**src/design/cltv_pkg.sv**
```systemverilog
package cltv_pkg;
    // system clock and analog link rate
    localparam int CLK_MHZ       = 8;
    localparam int LINK_KHZ      = 500;
    localparam int QTR_CYC       = (CLK_MHZ * 1000) / (4 * LINK_KHZ);
    // analog section link target and register map
    localparam logic [6:0] ANA_ADDR    = 7'h40;
    localparam logic [7:0] REG_ADC_LO  = 8'h07;
    localparam logic [7:0] REG_ADC_HI  = 8'h08;
    localparam logic [7:0] REG_ADC_MUX = 8'h09;
    localparam logic [7:0] REG_DAC1    = 8'h13;
    localparam int         MUX_ADC_RANGE_SELECT   = 4;
    // trim values
    localparam int         MEAS_W      = 12;
    localparam int         TGT_W       = 13;
    localparam int         ADC_RANGE_SELECT_BIT   = 12;
    localparam logic [7:0] DAC_MAX     = 8'hFF;
    localparam logic [7:0] DAC_MIN     = 8'h00;
    localparam logic [7:0] DAC_STEP    = 8'h01;
    localparam int         VID_N       = 16;
    localparam int         VID_W       = 4;
    // link byte framing
    localparam logic [3:0] BIT_ACK     = 4'h8;
    localparam logic [1:0] STEP_ADDR   = 2'h0;
    localparam logic [1:0] STEP_REG    = 2'h1;
    localparam logic [1:0] STEP_DATA   = 2'h2;
    localparam logic [1:0] STEP_READ   = 2'h3;
    localparam logic [1:0] Q0          = 2'h0;
    localparam logic [1:0] Q1          = 2'h1;
    localparam logic [1:0] Q2          = 2'h2;
    localparam logic [1:0] Q3          = 2'h3;

    typedef enum logic [2:0] {S_SCAN, S_MUX, S_RDHI, S_RDLO, S_CALC, S_DAC} cltv_state_t;
    typedef enum logic [1:0] {L_IDLE, L_START, L_BIT, L_STOP} cltv_link_t;
endpackage

```
**src/design/cltv_link.sv**
```systemverilog
`timescale 1ns/1ps
`default_nettype none
module cltv_link
    import cltv_pkg::*;
#(
    parameter int QTR = QTR_CYC
) (
    input  wire logic       i_clk,
    input  wire logic       i_nrst,
    input  wire logic       i_ce,
    input  wire logic       i_start,
    input  wire logic       i_rd,
    input  wire logic [7:0] i_reg,
    input  wire logic [7:0] i_wdata,
    input  wire logic       i_scl,
    input  wire logic       i_sda,
    output logic            o_busy,
    output logic            o_done,
    output logic            o_nack,
    output logic [7:0]      o_rdata,
    output logic            o_scl,
    output logic            o_scl_oe,
    output logic            o_sda,
    output logic            o_sda_oe
);
    logic [1:0] scl_sy;
    logic [1:0] sda_sy;
    logic [7:0] cnt;
    logic       tick;
    cltv_link_t st;
    logic [1:0] q;
    logic [3:0] bitn;
    logic [1:0] step;
    logic       rd;
    logic [7:0] rg;
    logic [7:0] wd;
    logic [7:0] sh;
    logic [7:0] rx;

    function automatic logic [7:0] byte_of(input logic [1:0] s);
        logic [7:0] b;
        b = DAC_MAX;
        if (s == STEP_ADDR) begin
            b = {ANA_ADDR, 1'b0};
        end else if (s == STEP_REG) begin
            b = rg;
        end else if (s == STEP_DATA) begin
            b = rd ? {ANA_ADDR, 1'b1} : wd;
        end
        return b;
    endfunction

    always_ff @(posedge i_clk or negedge i_nrst) begin
        if (!i_nrst) begin
            scl_sy <= 2'h0;
            sda_sy <= 2'h0;
        end else if (i_ce) begin
            scl_sy <= {scl_sy[0], i_scl};
            sda_sy <= {sda_sy[0], i_sda};
        end
    end

    assign tick = (cnt == 8'(QTR - 1));

    always_ff @(posedge i_clk or negedge i_nrst) begin
        if (!i_nrst) begin
            cnt <= 8'h00;
        end else if (i_ce) begin
            cnt <= (tick || st == L_IDLE) ? 8'h00 : cnt + 8'h01;
        end
    end

    // open-drain: pin output is always low, the enable pulls the wire
    always_ff @(posedge i_clk or negedge i_nrst) begin
        if (!i_nrst) begin
            o_scl <= 1'b0;
            o_sda <= 1'b0;
        end else begin
            o_scl <= 1'b0;
            o_sda <= 1'b0;
        end
    end

    always_ff @(posedge i_clk or negedge i_nrst) begin
        if (!i_nrst) begin
            st <= L_IDLE;
            q <= Q0;
            bitn <= 4'h0;
            step <= STEP_ADDR;
            rd <= 1'b0;
            rg <= 8'h00;
            wd <= 8'h00;
            sh <= 8'h00;
            rx <= 8'h00;
            o_busy <= 1'b0;
            o_done <= 1'b0;
            o_nack <= 1'b0;
            o_rdata <= 8'h00;
            o_scl_oe <= 1'b0;
            o_sda_oe <= 1'b0;
        end else if (i_ce) begin
            o_done <= 1'b0;
            if (st == L_IDLE) begin
                if (i_start) begin
                    st <= L_START;
                    q <= Q0;
                    step <= STEP_ADDR;
                    rd <= i_rd;
                    rg <= i_reg;
                    wd <= i_wdata;
                    o_nack <= 1'b0;
                    o_busy <= 1'b1;
                end
            end else if (tick) begin
                q <= q + 2'h1;
                case (st)
                    L_START: begin
                        if (q == Q0) begin
                            o_sda_oe <= 1'b0;
                            o_scl_oe <= 1'b0;
                        end else if (q == Q1) begin
                            o_sda_oe <= 1'b1;
                        end else if (q == Q2) begin
                            o_scl_oe <= 1'b1;
                            st <= L_BIT;
                            q <= Q0;
                            bitn <= 4'h0;
                            sh <= byte_of(step);
                        end
                    end
                    L_BIT: begin
                        if (q == Q0) begin
                            o_sda_oe <= (bitn != BIT_ACK) && (step != STEP_READ) && !sh[7];
                        end else if (q == Q1) begin
                            o_scl_oe <= 1'b0;
                        end else if (q == Q2) begin
                            if (!scl_sy[1]) begin
                                q <= Q2;
                            end else if (bitn == BIT_ACK) begin
                                if (step != STEP_READ && sda_sy[1]) begin
                                    o_nack <= 1'b1;
                                end
                            end else begin
                                rx <= {rx[6:0], sda_sy[1]};
                                sh <= {sh[6:0], 1'b0};
                            end
                        end else begin
                            o_scl_oe <= 1'b1;
                            if (bitn != BIT_ACK) begin
                                bitn <= bitn + 4'h1;
                            end else if (step == STEP_READ || (step == STEP_DATA && !rd)) begin
                                st <= L_STOP;
                            end else if (step == STEP_REG && rd) begin
                                st <= L_START;
                                step <= STEP_DATA;
                            end else begin
                                step <= step + 2'h1;
                                sh <= byte_of(step + 2'h1);
                                bitn <= 4'h0;
                            end
                        end
                    end
                    L_STOP: begin
                        if (q == Q0) begin
                            o_sda_oe <= 1'b1;
                        end else if (q == Q1) begin
                            o_scl_oe <= 1'b0;
                        end else if (q == Q2) begin
                            o_sda_oe <= 1'b0;
                        end else begin
                            st <= L_IDLE;
                            o_busy <= 1'b0;
                            o_done <= 1'b1;
                            o_rdata <= rx;
                        end
                    end
                    default: st <= L_IDLE;
                endcase
            end
        end
    end
endmodule
`default_nettype wire

```
**src/design/cltv_trim.sv**
```systemverilog
// How it works
// - one system clock, global asynchronous reset active low
// - channel count is a parameter, up to eight independent loops
// - channel n measures monitor n and drives trim DAC n only
// - ADC reads and DAC writes go out as master on analog link
// - positive loop: measurement below target raises DAC count
// - positive loop: above target lowers count; repeats until equal
// - sixteen-entry VID table indexed by four-bit pin code
// - at most two VID channels, each four code pins and low enable
// - both VID channels read one shared table
// - enable falling loads table entry as target and sets enable bit
// - trimming continues after VID enable returns high
// - only a host enable write stops VID-started trimming
// - new falling enable with new code loads new target
// - VID use needs host writes to fill the table first; reset clears every entry to zero
// - one DAC step per link round, so slewing is slow
// - polarity bit one reverses both step directions
// - cleared enable halts channel, DAC holds last value
// - target is 12-bit ADC code plus range select bit
`timescale 1ns/1ps
`default_nettype none
module cltv_trim
    import cltv_pkg::*;
#(
    parameter int NCH      = 8,
    parameter int NVID     = 2,
    parameter int VID_A_CH = 0,
    parameter int VID_B_CH = 1
) (
    input  wire logic                 i_clk,
    input  wire logic                 i_nrst,
    input  wire logic                 i_ce,
    input  wire logic                 i_en_wr,
    input  wire logic [NCH-1:0]       i_en_data,
    input  wire logic [NCH-1:0]       i_pol,
    input  wire logic                 i_tgt_wr,
    input  wire logic [2:0]           i_tgt_chan,
    input  wire logic [TGT_W-1:0]     i_tgt_data,
    input  wire logic                 i_dac_wr,
    input  wire logic [2:0]           i_dac_chan,
    input  wire logic [7:0]           i_dac_data,
    input  wire logic                 i_vid_wr,
    input  wire logic [VID_W-1:0]     i_vid_idx,
    input  wire logic [TGT_W-1:0]     i_vid_data,
    input  wire logic [VID_W-1:0]     i_vid_a_code,
    input  wire logic                 i_vid_a_activate_n,
    input  wire logic [VID_W-1:0]     i_vid_b_code,
    input  wire logic                 i_vid_b_activate_n,
    input  wire logic                 i_link_clock,
    input  wire logic                 i_link_data,
    output logic                      o_link_clock,
    output logic                      o_link_clock_oe,
    output logic                      o_link_data,
    output logic                      o_link_data_oe,
    output logic                      o_link_nack,
    output logic [NCH-1:0]            o_chan_enable,
    output logic [NCH-1:0][7:0]       o_dac
);

    logic [NCH-1:0]            en;
    logic [NCH-1:0][TGT_W-1:0] tgt;
    logic [NCH-1:0][7:0]       dac;
    logic [TGT_W-1:0]          vid_tbl [VID_N];
    logic [1:0][VID_W:0]       vid_in;
    logic [1:0][VID_W:0]       vid_s1;
    logic [1:0][VID_W:0]       vid_s2;
    logic [1:0]                vid_prev;
    logic [1:0]                vid_fall;
    cltv_state_t               st;
    logic [2:0]                cur;
    logic [7:0]                adc_hi;
    logic [MEAS_W-1:0]         meas;
    logic [7:0]                next_dac;
    logic [7:0]                cur_dac;
    logic [TGT_W-1:0]          cur_tgt;
    logic                      step_up;
    logic                      step_dn;
    logic                      pend;
    logic                      lk_start;
    logic                      lk_rd;
    logic [7:0]                lk_reg;
    logic [7:0]                lk_wd;
    logic                      lk_busy;
    logic                      lk_done;
    logic [7:0]                lk_rdata;

    assign vid_in[0] = {i_vid_a_activate_n, i_vid_a_code};
    assign vid_in[1] = {i_vid_b_activate_n, i_vid_b_code};
    assign o_chan_enable = en;
    assign o_dac = dac;
    assign cur_dac = dac[cur];
    assign cur_tgt = tgt[cur];

    // VID pins are asynchronous: two flops before the edge detector
    always_ff @(posedge i_clk or negedge i_nrst) begin
        if (!i_nrst) begin
            vid_s1 <= '1;
            vid_s2 <= '1;
            vid_prev <= 2'h3;
        end else if (i_ce) begin
            vid_s1 <= vid_in;
            vid_s2 <= vid_s1;
            vid_prev <= {vid_s2[1][VID_W], vid_s2[0][VID_W]};
        end
    end

    generate
        for (genvar v = 0; v < 2; v++) begin : g_vid
            localparam int CH = (v == 0) ? VID_A_CH : VID_B_CH;
            logic [TGT_W-1:0] pick;
            assign vid_fall[v] = (v < NVID) && vid_prev[v] && !vid_s2[v][VID_W];
            assign pick = vid_tbl[vid_s2[v][VID_W-1:0]];
            if (v < NVID) begin : g_chk

            end
        end
    endgenerate

    // shared VID table, filled by the host before use
    always_ff @(posedge i_clk or negedge i_nrst) begin
        if (!i_nrst) begin
            for (int k = 0; k < VID_N; k++) begin
                vid_tbl[k] <= '0;
            end
        end else if (i_ce && i_vid_wr) begin
            vid_tbl[i_vid_idx] <= i_vid_data;
        end
    end

    // targets and enables: a VID load in the same cycle beats the host
    always_ff @(posedge i_clk or negedge i_nrst) begin
        if (!i_nrst) begin
            tgt <= '0;
            en <= '0;
        end else if (i_ce) begin
            if (i_tgt_wr && 32'(i_tgt_chan) < NCH) begin
                tgt[i_tgt_chan] <= i_tgt_data;
            end
            if (i_en_wr) begin
                en <= i_en_data;
            end
            for (int v = 0; v < 2; v++) begin
                if (vid_fall[v]) begin
                    tgt[(v == 0) ? VID_A_CH : VID_B_CH] <= g_vid[0].pick;
                    en[(v == 0) ? VID_A_CH : VID_B_CH] <= 1'b1;
                end
            end
            if (vid_fall[1]) begin
                tgt[VID_B_CH] <= g_vid[1].pick;
            end
        end
    end

    assign meas = {adc_hi[3:0], lk_rdata};
    always_comb begin
        step_up = i_pol[cur] ? (meas > cur_tgt[MEAS_W-1:0]) : (meas < cur_tgt[MEAS_W-1:0]);
        step_dn = i_pol[cur] ? (meas < cur_tgt[MEAS_W-1:0]) : (meas > cur_tgt[MEAS_W-1:0]);
        next_dac = cur_dac;
        if (step_up && cur_dac != DAC_MAX) begin
            next_dac = cur_dac + DAC_STEP;
        end else if (step_dn && cur_dac != DAC_MIN) begin
            next_dac = cur_dac - DAC_STEP;
        end
    end

    // request that the present state puts on the link
    always_comb begin
        lk_rd = 1'b0;
        lk_reg = REG_ADC_MUX;
        lk_wd = 8'h00;
        lk_wd[MUX_ADC_RANGE_SELECT] = cur_tgt[ADC_RANGE_SELECT_BIT];
        lk_wd[2:0] = cur;
        if (st == S_RDHI) begin
            lk_rd = 1'b1;
            lk_reg = REG_ADC_HI;
        end else if (st == S_RDLO) begin
            lk_rd = 1'b1;
            lk_reg = REG_ADC_LO;
        end else if (st == S_DAC) begin
            lk_reg = REG_DAC1 + 8'(cur);
            lk_wd = cur_dac;
        end
    end

    // round robin over enabled channels, one step per visit
    always_ff @(posedge i_clk or negedge i_nrst) begin
        if (!i_nrst) begin
            st <= S_SCAN;
            cur <= 3'h0;
            pend <= 1'b0;
            lk_start <= 1'b0;
            adc_hi <= 8'h00;
        end else if (i_ce) begin
            lk_start <= 1'b0;
            case (st)
                S_SCAN: begin
                    if (en[cur]) begin
                        st <= S_MUX;
                    end else begin
                        cur <= (32'(cur) == NCH - 1) ? 3'h0 : cur + 3'h1;
                    end
                end
                S_CALC: begin
                    if (en[cur] && next_dac != cur_dac) begin
                        st <= S_DAC;
                    end else begin
                        st <= S_SCAN;
                        cur <= (32'(cur) == NCH - 1) ? 3'h0 : cur + 3'h1;
                    end
                end
                default: begin
                    if (!pend && !lk_busy) begin
                        lk_start <= 1'b1;
                        pend <= 1'b1;
                    end else if (lk_done) begin
                        pend <= 1'b0;
                        if (st == S_MUX) begin
                            st <= S_RDHI;
                        end else if (st == S_RDHI) begin
                            adc_hi <= lk_rdata;
                            st <= S_RDLO;
                        end else if (st == S_RDLO) begin
                            st <= S_CALC;
                        end else begin
                            st <= S_SCAN;
                            cur <= (32'(cur) == NCH - 1) ? 3'h0 : cur + 3'h1;
                        end
                    end
                end
            endcase
        end
    end

    always_ff @(posedge i_clk or negedge i_nrst) begin
        if (!i_nrst) begin
            dac <= '0;
        end else if (i_ce) begin
            if (st == S_CALC && en[cur]) begin
                dac[cur] <= next_dac;
            end else if (i_dac_wr && 32'(i_dac_chan) < NCH) begin
                dac[i_dac_chan] <= i_dac_data;
            end
        end
    end

    cltv_link u_link (
        .i_clk    (i_clk),
        .i_nrst   (i_nrst),
        .i_ce     (i_ce),
        .i_start  (lk_start),
        .i_rd     (lk_rd),
        .i_reg    (lk_reg),
        .i_wdata  (lk_wd),
        .i_scl    (i_link_clock),
        .i_sda    (i_link_data),
        .o_busy   (lk_busy),
        .o_done   (lk_done),
        .o_nack   (o_link_nack),
        .o_rdata  (lk_rdata),
        .o_scl    (o_link_clock),
        .o_scl_oe (o_link_clock_oe),
        .o_sda    (o_link_data),
        .o_sda_oe (o_link_data_oe)
    );
endmodule
`default_nettype wire

```
**config.mk**
```make
export PLATFORM = sky130hd
export DESIGN_NAME = cltv_trim
export DESIGN_NICKNAME = d
export VERILOG_FILES = /design/src/design/cltv_pkg.sv /design/src/design/cltv_link.sv /design/src/design/cltv_trim.sv
export SDC_FILE = /design/constraint.sdc
export NUM_CORES = 1
export LEC_CHECK = 0
export CAP_MARGIN = 30
export CORE_MARGIN = 2
export CORE_UTILIZATION = 60
export DETAILED_ROUTE_END_ITERATION = 7
export DONT_BUFFER_PORTS = 1
export GPL_ROUTABILITY_DRIVEN = 0
export PLACE_DENSITY = 0.76
export SLEW_MARGIN = 25
export SYNTH_ARGS = -nofsm -noshare
export SYNTH_HDL_FRONTEND = slang
export SYNTH_HIERARCHICAL = 1
export SYNTH_SLANG_ARGS = --single-unit
export TNS_END_PERCENT = 1
```
**constraint.sdc**
```tcl
create_clock -name i_clk -period 10.2 [get_ports i_clk]
set_input_delay 0.51 -clock i_clk [delete_from_list [all_inputs] [get_ports i_clk]]
set_output_delay 0.51 -clock i_clk [all_outputs]
set_load 0.05 [all_outputs]
```
Yosys cells after proc, flatten, opt, wreduce, memory -nomap -nowiden --
Index checks and enable logic that the tools add are counted.
Storage, ports and cells: register bits 486, output and inout bits 77, word-level logic and storage cells 405, bits of input ports 79
Cells by class: mux-type cells 172, $lt $le $gt $ge 12, $add $sub $neg 8, bitwise gates (word level) 11, reduce and logical (&&, ||, !) cells 71, equality and inequality tests 68
Operators with widths (count):
- 8-bit two-way mux | 27
- 208-bit bitwise mux | 1
- 64-bit bitwise mux | 2
- 64-bit two-way mux | 2
- 13-bit two-way mux | 9
- 13-bit binary-select mux with 4-bit select | 2
- 104-bit bitwise mux | 1
- 2-bit two-way mux | 35
- 13-bit demux with 4-bit select | 1
- 1-bit two-way mux | 49
- 8-bit demux with 3-bit select | 2
- 3-bit two-way mux | 15
- 3-bit by 2-bit inequality test with 1-bit output, second input constant | 15
- 13-bit binary-select mux with 3-bit select | 1
- 13-bit demux with 3-bit select | 1
- 4-bit two-way mux | 9
- 14-bit AND reduction | 2
- 2-bit nonzero test | 14
- 26-bit two-way mux | 1
- 8-bit binary-select mux with 3-bit select | 1
- 3-bit by 1-bit inequality test with 1-bit output, second input constant | 8
- 2-bit inequality test, second input constant | 11
- 10-bit AND reduction | 2
- 6-bit two-way mux | 3
- other kinds (50) | 128

Logic depth before layout (Yosys ltp) --
word-level depth 12, mapped depth 20

Hierarchy --
Netlist, hierarchy kept.
By module, submodules not included:
- cltv_trim | cells an instance 1599, sequential area each 10487.6 µm², area an instance 21797.2 µm², times used 1
- cltv_link | cells an instance 374, sequential area each 1701.6 µm², area an instance 3782.4 µm², times used 1

Least setup slack after synthesis --
Ideal clock, no wire load.
kind register to register, start register cur[2], end register cur[0], stages on the path, launching flop included 21, buffers on the path 5, setup slack 5475 ps, arrival time 4597 ps, path through dfrtp_1 > clkbuf_1 > buf_2 > buf_1 > buf_1 > mux2i_1 > nor2_1 > a21oi_1 > o22ai_1 > a21oi_1 > ha_1 > and3_1 > a221oi_1 > o21ai_0 > a21oi_1 > xor2_1 > buf_4 > mux2i_1 > nor3_1 > o21a_1 > mux2_1
On the way: longest elaborated chain between the ends 11, elaborated cells on any way between the ends 35, classes of those cells 2 x add/sub; 2 x order compare; 5 x eq/ne; 21 x mux; 5 x reduce/logical
RTL lines:
- start, declared | line cltv_trim.sv:70 | logic [2:0] cur;
- start signal, assigned | line cltv_trim.sv:200 | cur <= (32'(cur) == NCH - 1) ? 3'h0 : cur + 3'h1;
- start signal, assigned | line cltv_trim.sv:208 | cur <= (32'(cur) == NCH - 1) ? 3'h0 : cur + 3'h1;
- start signal, assigned | line cltv_trim.sv:226 | cur <= (32'(cur) == NCH - 1) ? 3'h0 : cur + 3'h1;
- 13-bit binary-select mux with 3-bit select | line cltv_trim.sv:92 | assign cur_tgt = tgt[cur];
- 13-bit two-way mux (implied by the code) | line cltv_trim.sv:92
- 12-bit greater-than comparator or 12-bit < comparator (tied branches) | line cltv_trim.sv:156, cltv_trim.sv:157
- 1-bit two-way mux | line cltv_trim.sv:157 | step_dn = i_pol[cur] ? (meas < cur_tgt[MEAS_W-1:0]) : (meas > cur_tgt[MEAS_W-1:0]);
- 1-bit logical AND | line cltv_trim.sv:161 | end else if (step_dn && cur_dac != DAC_MIN) begin
- 8-bit two-way mux | line cltv_trim.sv:161
- 8-bit two-way mux | line cltv_trim.sv:159 | if (step_up && cur_dac != DAC_MAX) begin
- 8-bit inequality test | line cltv_trim.sv:204 | if (en[cur] && next_dac != cur_dac) begin
- 1-bit logical AND | line cltv_trim.sv:204
- 2-bit inequality test (no line)
- 8-bit AND reduction (no line)
Several ways; a longest one is shown, not always the timed one. The select of a mux whose other input is x is not followed. A chain may end at the register's enable or synchronous reset.

Final worst setup path --
start register cur[2], end register dac (netlist bit o_dac[0])
On the way: longest elaborated chain between the ends 9, elaborated cells on any way between the ends 30, classes of those cells 2 x add/sub; 4 x order compare; 1 x eq/ne; 16 x mux; 7 x reduce/logical
RTL lines:
- 13-bit binary-select mux with 3-bit select | line cltv_trim.sv:92
- 13-bit two-way mux (implied by the code) | line cltv_trim.sv:92
- 12-bit greater-than comparator or 12-bit < comparator (tied branches) | line cltv_trim.sv:156, cltv_trim.sv:157
- 1-bit two-way mux | line cltv_trim.sv:157
- 1-bit logical AND | line cltv_trim.sv:161
- 8-bit two-way mux | line cltv_trim.sv:161
- 8-bit two-way mux | line cltv_trim.sv:159
- 64-bit bitwise mux | line cltv_trim.sv:239 | dac[cur] <= next_dac;
- 64-bit two-way mux | line cltv_trim.sv:238 | if (st == S_CALC && en[cur]) begin
- end signal, assigned by index | line cltv_trim.sv:239
- end signal, assigned by index | line cltv_trim.sv:241 | dac[i_dac_chan] <= i_dac_data;
- end, declared | line cltv_trim.sv:62 | logic [NCH-1:0][7:0] dac;
Several ways; a longest one is shown, not always the timed one. The select of a mux whose other input is x is not followed.

==> impl_results.md <==
- Tcrit/Tclk final: approximately 53%
- Status: complete, but fails checks
- Reg2Reg Launch Point: cur[2]
- YS warnings: 6
- Minimum clock period: about 5.4 ns
- Residual DRC: 0
- Yosys cell types: between 80 and 90
- Num CTS Buffers: 52
- Reg power frac: between 40% and 50%
- Die area: approximately 0.044 mm2
- Setup CP Type: flip-flop to flip-flop
- Leakage: approximately 12 nW
- Primary FF master, synth: dfrtp_1
- Critical path endpoint category: flip-flop
- Gr ovfl total: 0
- R2R Path End: o_dac[0]
- Internal Power: 4.65 mW
- Post-synthesis share of cell area spent on xor and xnor gates: less than 1%
- CTS root buf: clkbuf_16
- Switching pwr: ~2.9 mW
- Antenna cells: 0
- Synth area leaders: dfrtp_1 (45%), mux2_2 (16%), mux4_2 (13%)
- Die width: approximately 210 um
- Clock transition at path regs: ~0.060 ns
- Clock Sinks: 486
- Overall routed net length: 66,500 um
- Failing checks: hold timing
- CP Data Required Time: between 10 and 15 ns
- Share of layout cells above drive strength 1: roughly a third
- H-tree depth: 2
- Max Clock Freq: 186 MHz
- Post-CTS Resized: 0
- Multiplexer share of the synthesized area: ~31%
- GRT Total Usage: a little under a third
- Reg2Reg Depth: 15
- Initial antenna violation count: 2
- Clock power frac: 26.2%
- Antenna viol nets, final: 0
- Gate power share: about 31%
- Via Count: around 17,000
- Register-to-register path setup slack: 4.81 ns
- Post-synthesis compound-gate area fraction: about 9%
- Vias in the first global route: around 18,000
- Cell area after synthesis: about 0.026 mm2
- First-pass detailed-route iteration total: 6
- # rows: 75
- Post-DP HPWL: ~43,000 um
- P&R area growth vs syn: 8.92%
- MaxCap Viol Count: 0
- # port buffers: 0
- Die span in y: 210 um
- Core ar.: 0.0420 mm2
- Critical path startpoint category: flip-flop
- Slew headroom: around 18%
- Critical Path AT: between 5 and 6 ns
- Slew Viols, Final: 0
- Final Power: 7.53 mW
- Post-synth EDFFs: 0
- Initial drt markers: ~2,000
- Met1 GRT Util: about two fifths
- Synth Area in Simple Gates: approximately 7.2%
- Top cell type's share of synthesized area: around 45%
- Setup_tns: 0 ns
- Avg Vias per Cell: 6.96
- CTS max path bufs: 3
- #FFs+latches synth: between 400 and 500
- Post-Synthesis Cells: roughly 2,000
- Switching part of the total: roughly two fifths
- Synth Area in Adders: about 1.8%
- Commonest non-fill, non-tap cell in the layout: dfrtp_1
- Pwr Density: between 200 and 300 mW/mm2
- Initial Utilization: approximately three fifths
- Actual slew at the worst max-slew pin: about 1.2 ns
- Largest family of logic cells by synthesized area: multiplexers
- Met2 Track Usage GR: approximately 50%
- Worst hold path class: input pin to asynchronous set/reset pin
- TritonCTS clock tree: built
- Boundary Pins: ~160
- Largest net degree at the start of global routing: between 400 and 500
- # nets final: around 2,000
- Final hold violations: roughly 460
- Final setup viols: 0
- Synth async-reset ratio: 100%
- RSZ-0062 raised after global routing: false
- Gr busiest metal: met2
- Hold WS: -0.405 ns
- Global-route wire length before repair: between 100,000 and 150,000 um
- Worst Path Max Fanout: 48
- M3 GR Usage: under 10%
- Largest area contributor in the netlist: dfrtp_1
- Clk_skew: ~0.029 ns
- Post-CTS Setup Inserts: 0
- VDD IR max: between 0.0002 and 0.00025 V
- Avg Synthesized Cell Area: 13.0 um2
- Routed len/inst: ~27 um
- Sequential fraction of the synthesis area: 47.7%
- Clk Latency, worst-skew pair: around 0.6 ns
- Most frequent cells in the layout: dfrtp_1 (462), mux2_2 (356), mux4_2 (148)
metrics by stage:
stage	util, %	instance area, um2	setup slack, ns	instances	hold WS, ns
2_1_floorplan	-	25600	5.48	1976	0.214
3_3_place_gp	61.7	25900	4.86	2399	0.223
3_5_place_dp	61.9	26000	4.73	2404	0.224
4_1_cts	66.1	27800	4.73	2500	-0.415
5_1_grt	66.3	27900	4.57	2504	-0.414
6_report	66.3	27900	4.81	2504	-0.405
cells by family after synthesis:
logic type      count (synthesis)
flops                         486
fa+ha+maj                      36
buf+inv                       174
compound gates                349
xor+xnor                       16
other cells                     2
mux                           547
simple gates                  363
final cells by class:
type | instances | area (um2)
clock buffer | 73 | 1500
inverter | 34 | 128
timing repair buffer | 33 | 307
clock inverter | 23 | 295
sequential | 486 | 12200
fill | 2989 | 14200
multi-input combinational | 1316 | 12800
tap | 539 | 674
power by group through the flow:
stage               combinational [mW]  clock (mW)  sequential (mW)
floorplan                         1.87           0             3.03
global placement                  2.16           0             3.25
detailed placement                2.25           0             3.26
CTS                               2.27        2.00             3.22
global route                      2.48        2.07             3.29
finish                            2.31        1.97             3.24
synthesized netlist by cell type (5+ instances only):
cell type	number
dfrtp_1	464
mux2_2	356
mux4_2	148
nand2_1	134
clkbuf_1	97
a22oi_1	92
o21ai_0	77
nor2_1	75
o21ai_1	44
ha_1	36
a21oi_1	34
inv_1	34
mux2i_1	32
buf_1	29
a221oi_1	24
dfstp_2	22
nand3_1	21
nand2b_1	20
nor2b_1	16
and3_1	15
and2_1	12
nand4_1	9
nor3_1	9
o221ai_1	9
a221o_1	8
buf_2	8
nor4_1	7
o31ai_1	7
xor2_1	7
a31oi_1	6
o21a_1	6
a22o_1	5
mux2_1	5
nand3b_1	5
o211ai_1	5
or4_1	5
xnor2_1	5
worst max-delay path by stage:
stage / start / end / slack, ns
5_1_grt: cur[2] / o_dac[8] / 4.57
3_3_place_gp: cur[2] / o_dac[18] / 4.86
3_5_place_dp: cur[2] / o_dac[34] / 4.73
4_1_cts: cur[2] / o_dac[34] / 4.73
2_1_floorplan: cur[2] / cur[0] / 5.48
6_report: cur[2] / o_dac[0] / 4.81
flip-flops by register name, indices dropped and copies added, names as in the netlist, 2 cells and up:
signal and cells:
u_link/sh 8, vid_s2 10, u_link/rx 8, u_link/o_rdata 8, o_dac 64, u_link/cnt 8, o_chan_enable 8, u_link/st 2
u_link/rg 8, st 3, u_link/step 2, u_link/q 2, u_link/wd 8, adc_hi 4, cur 3, u_link/bitn 4
u_link/sda_sy 2, tgt 104, vid_prev 2, vid_tbl 208, u_link/scl_sy 2, vid_s1 10
critical path, cell delays in order (launching register included):
cell	delay [ns]
dfrtp_2	0.78
buf_4	0.65
mux2_2	0.41
a221oi_1	0.25
a21oi_1	0.07
a21oi_1	0.16
ha_1	0.25
and3_1	0.20
a221oi_1	0.28
o21ai_0	0.20
a21oi_1	0.27
xor2_2	0.57
mux2i_1	0.38
nor2_1	0.13
xnor2_2	0.43
o221ai_1	0.21
layer usage:
| layer | routed length (um) | share of wire, % |
|---|---|---|
| met4 | 2730 | 4.1 |
| met1 | 25900 | 39 |
| met5 | 23 | 0.035 |
| met2 | 32200 | 48 |
| met3 | 5710 | 8.6 |
Power figures use the tool's default switching activity.
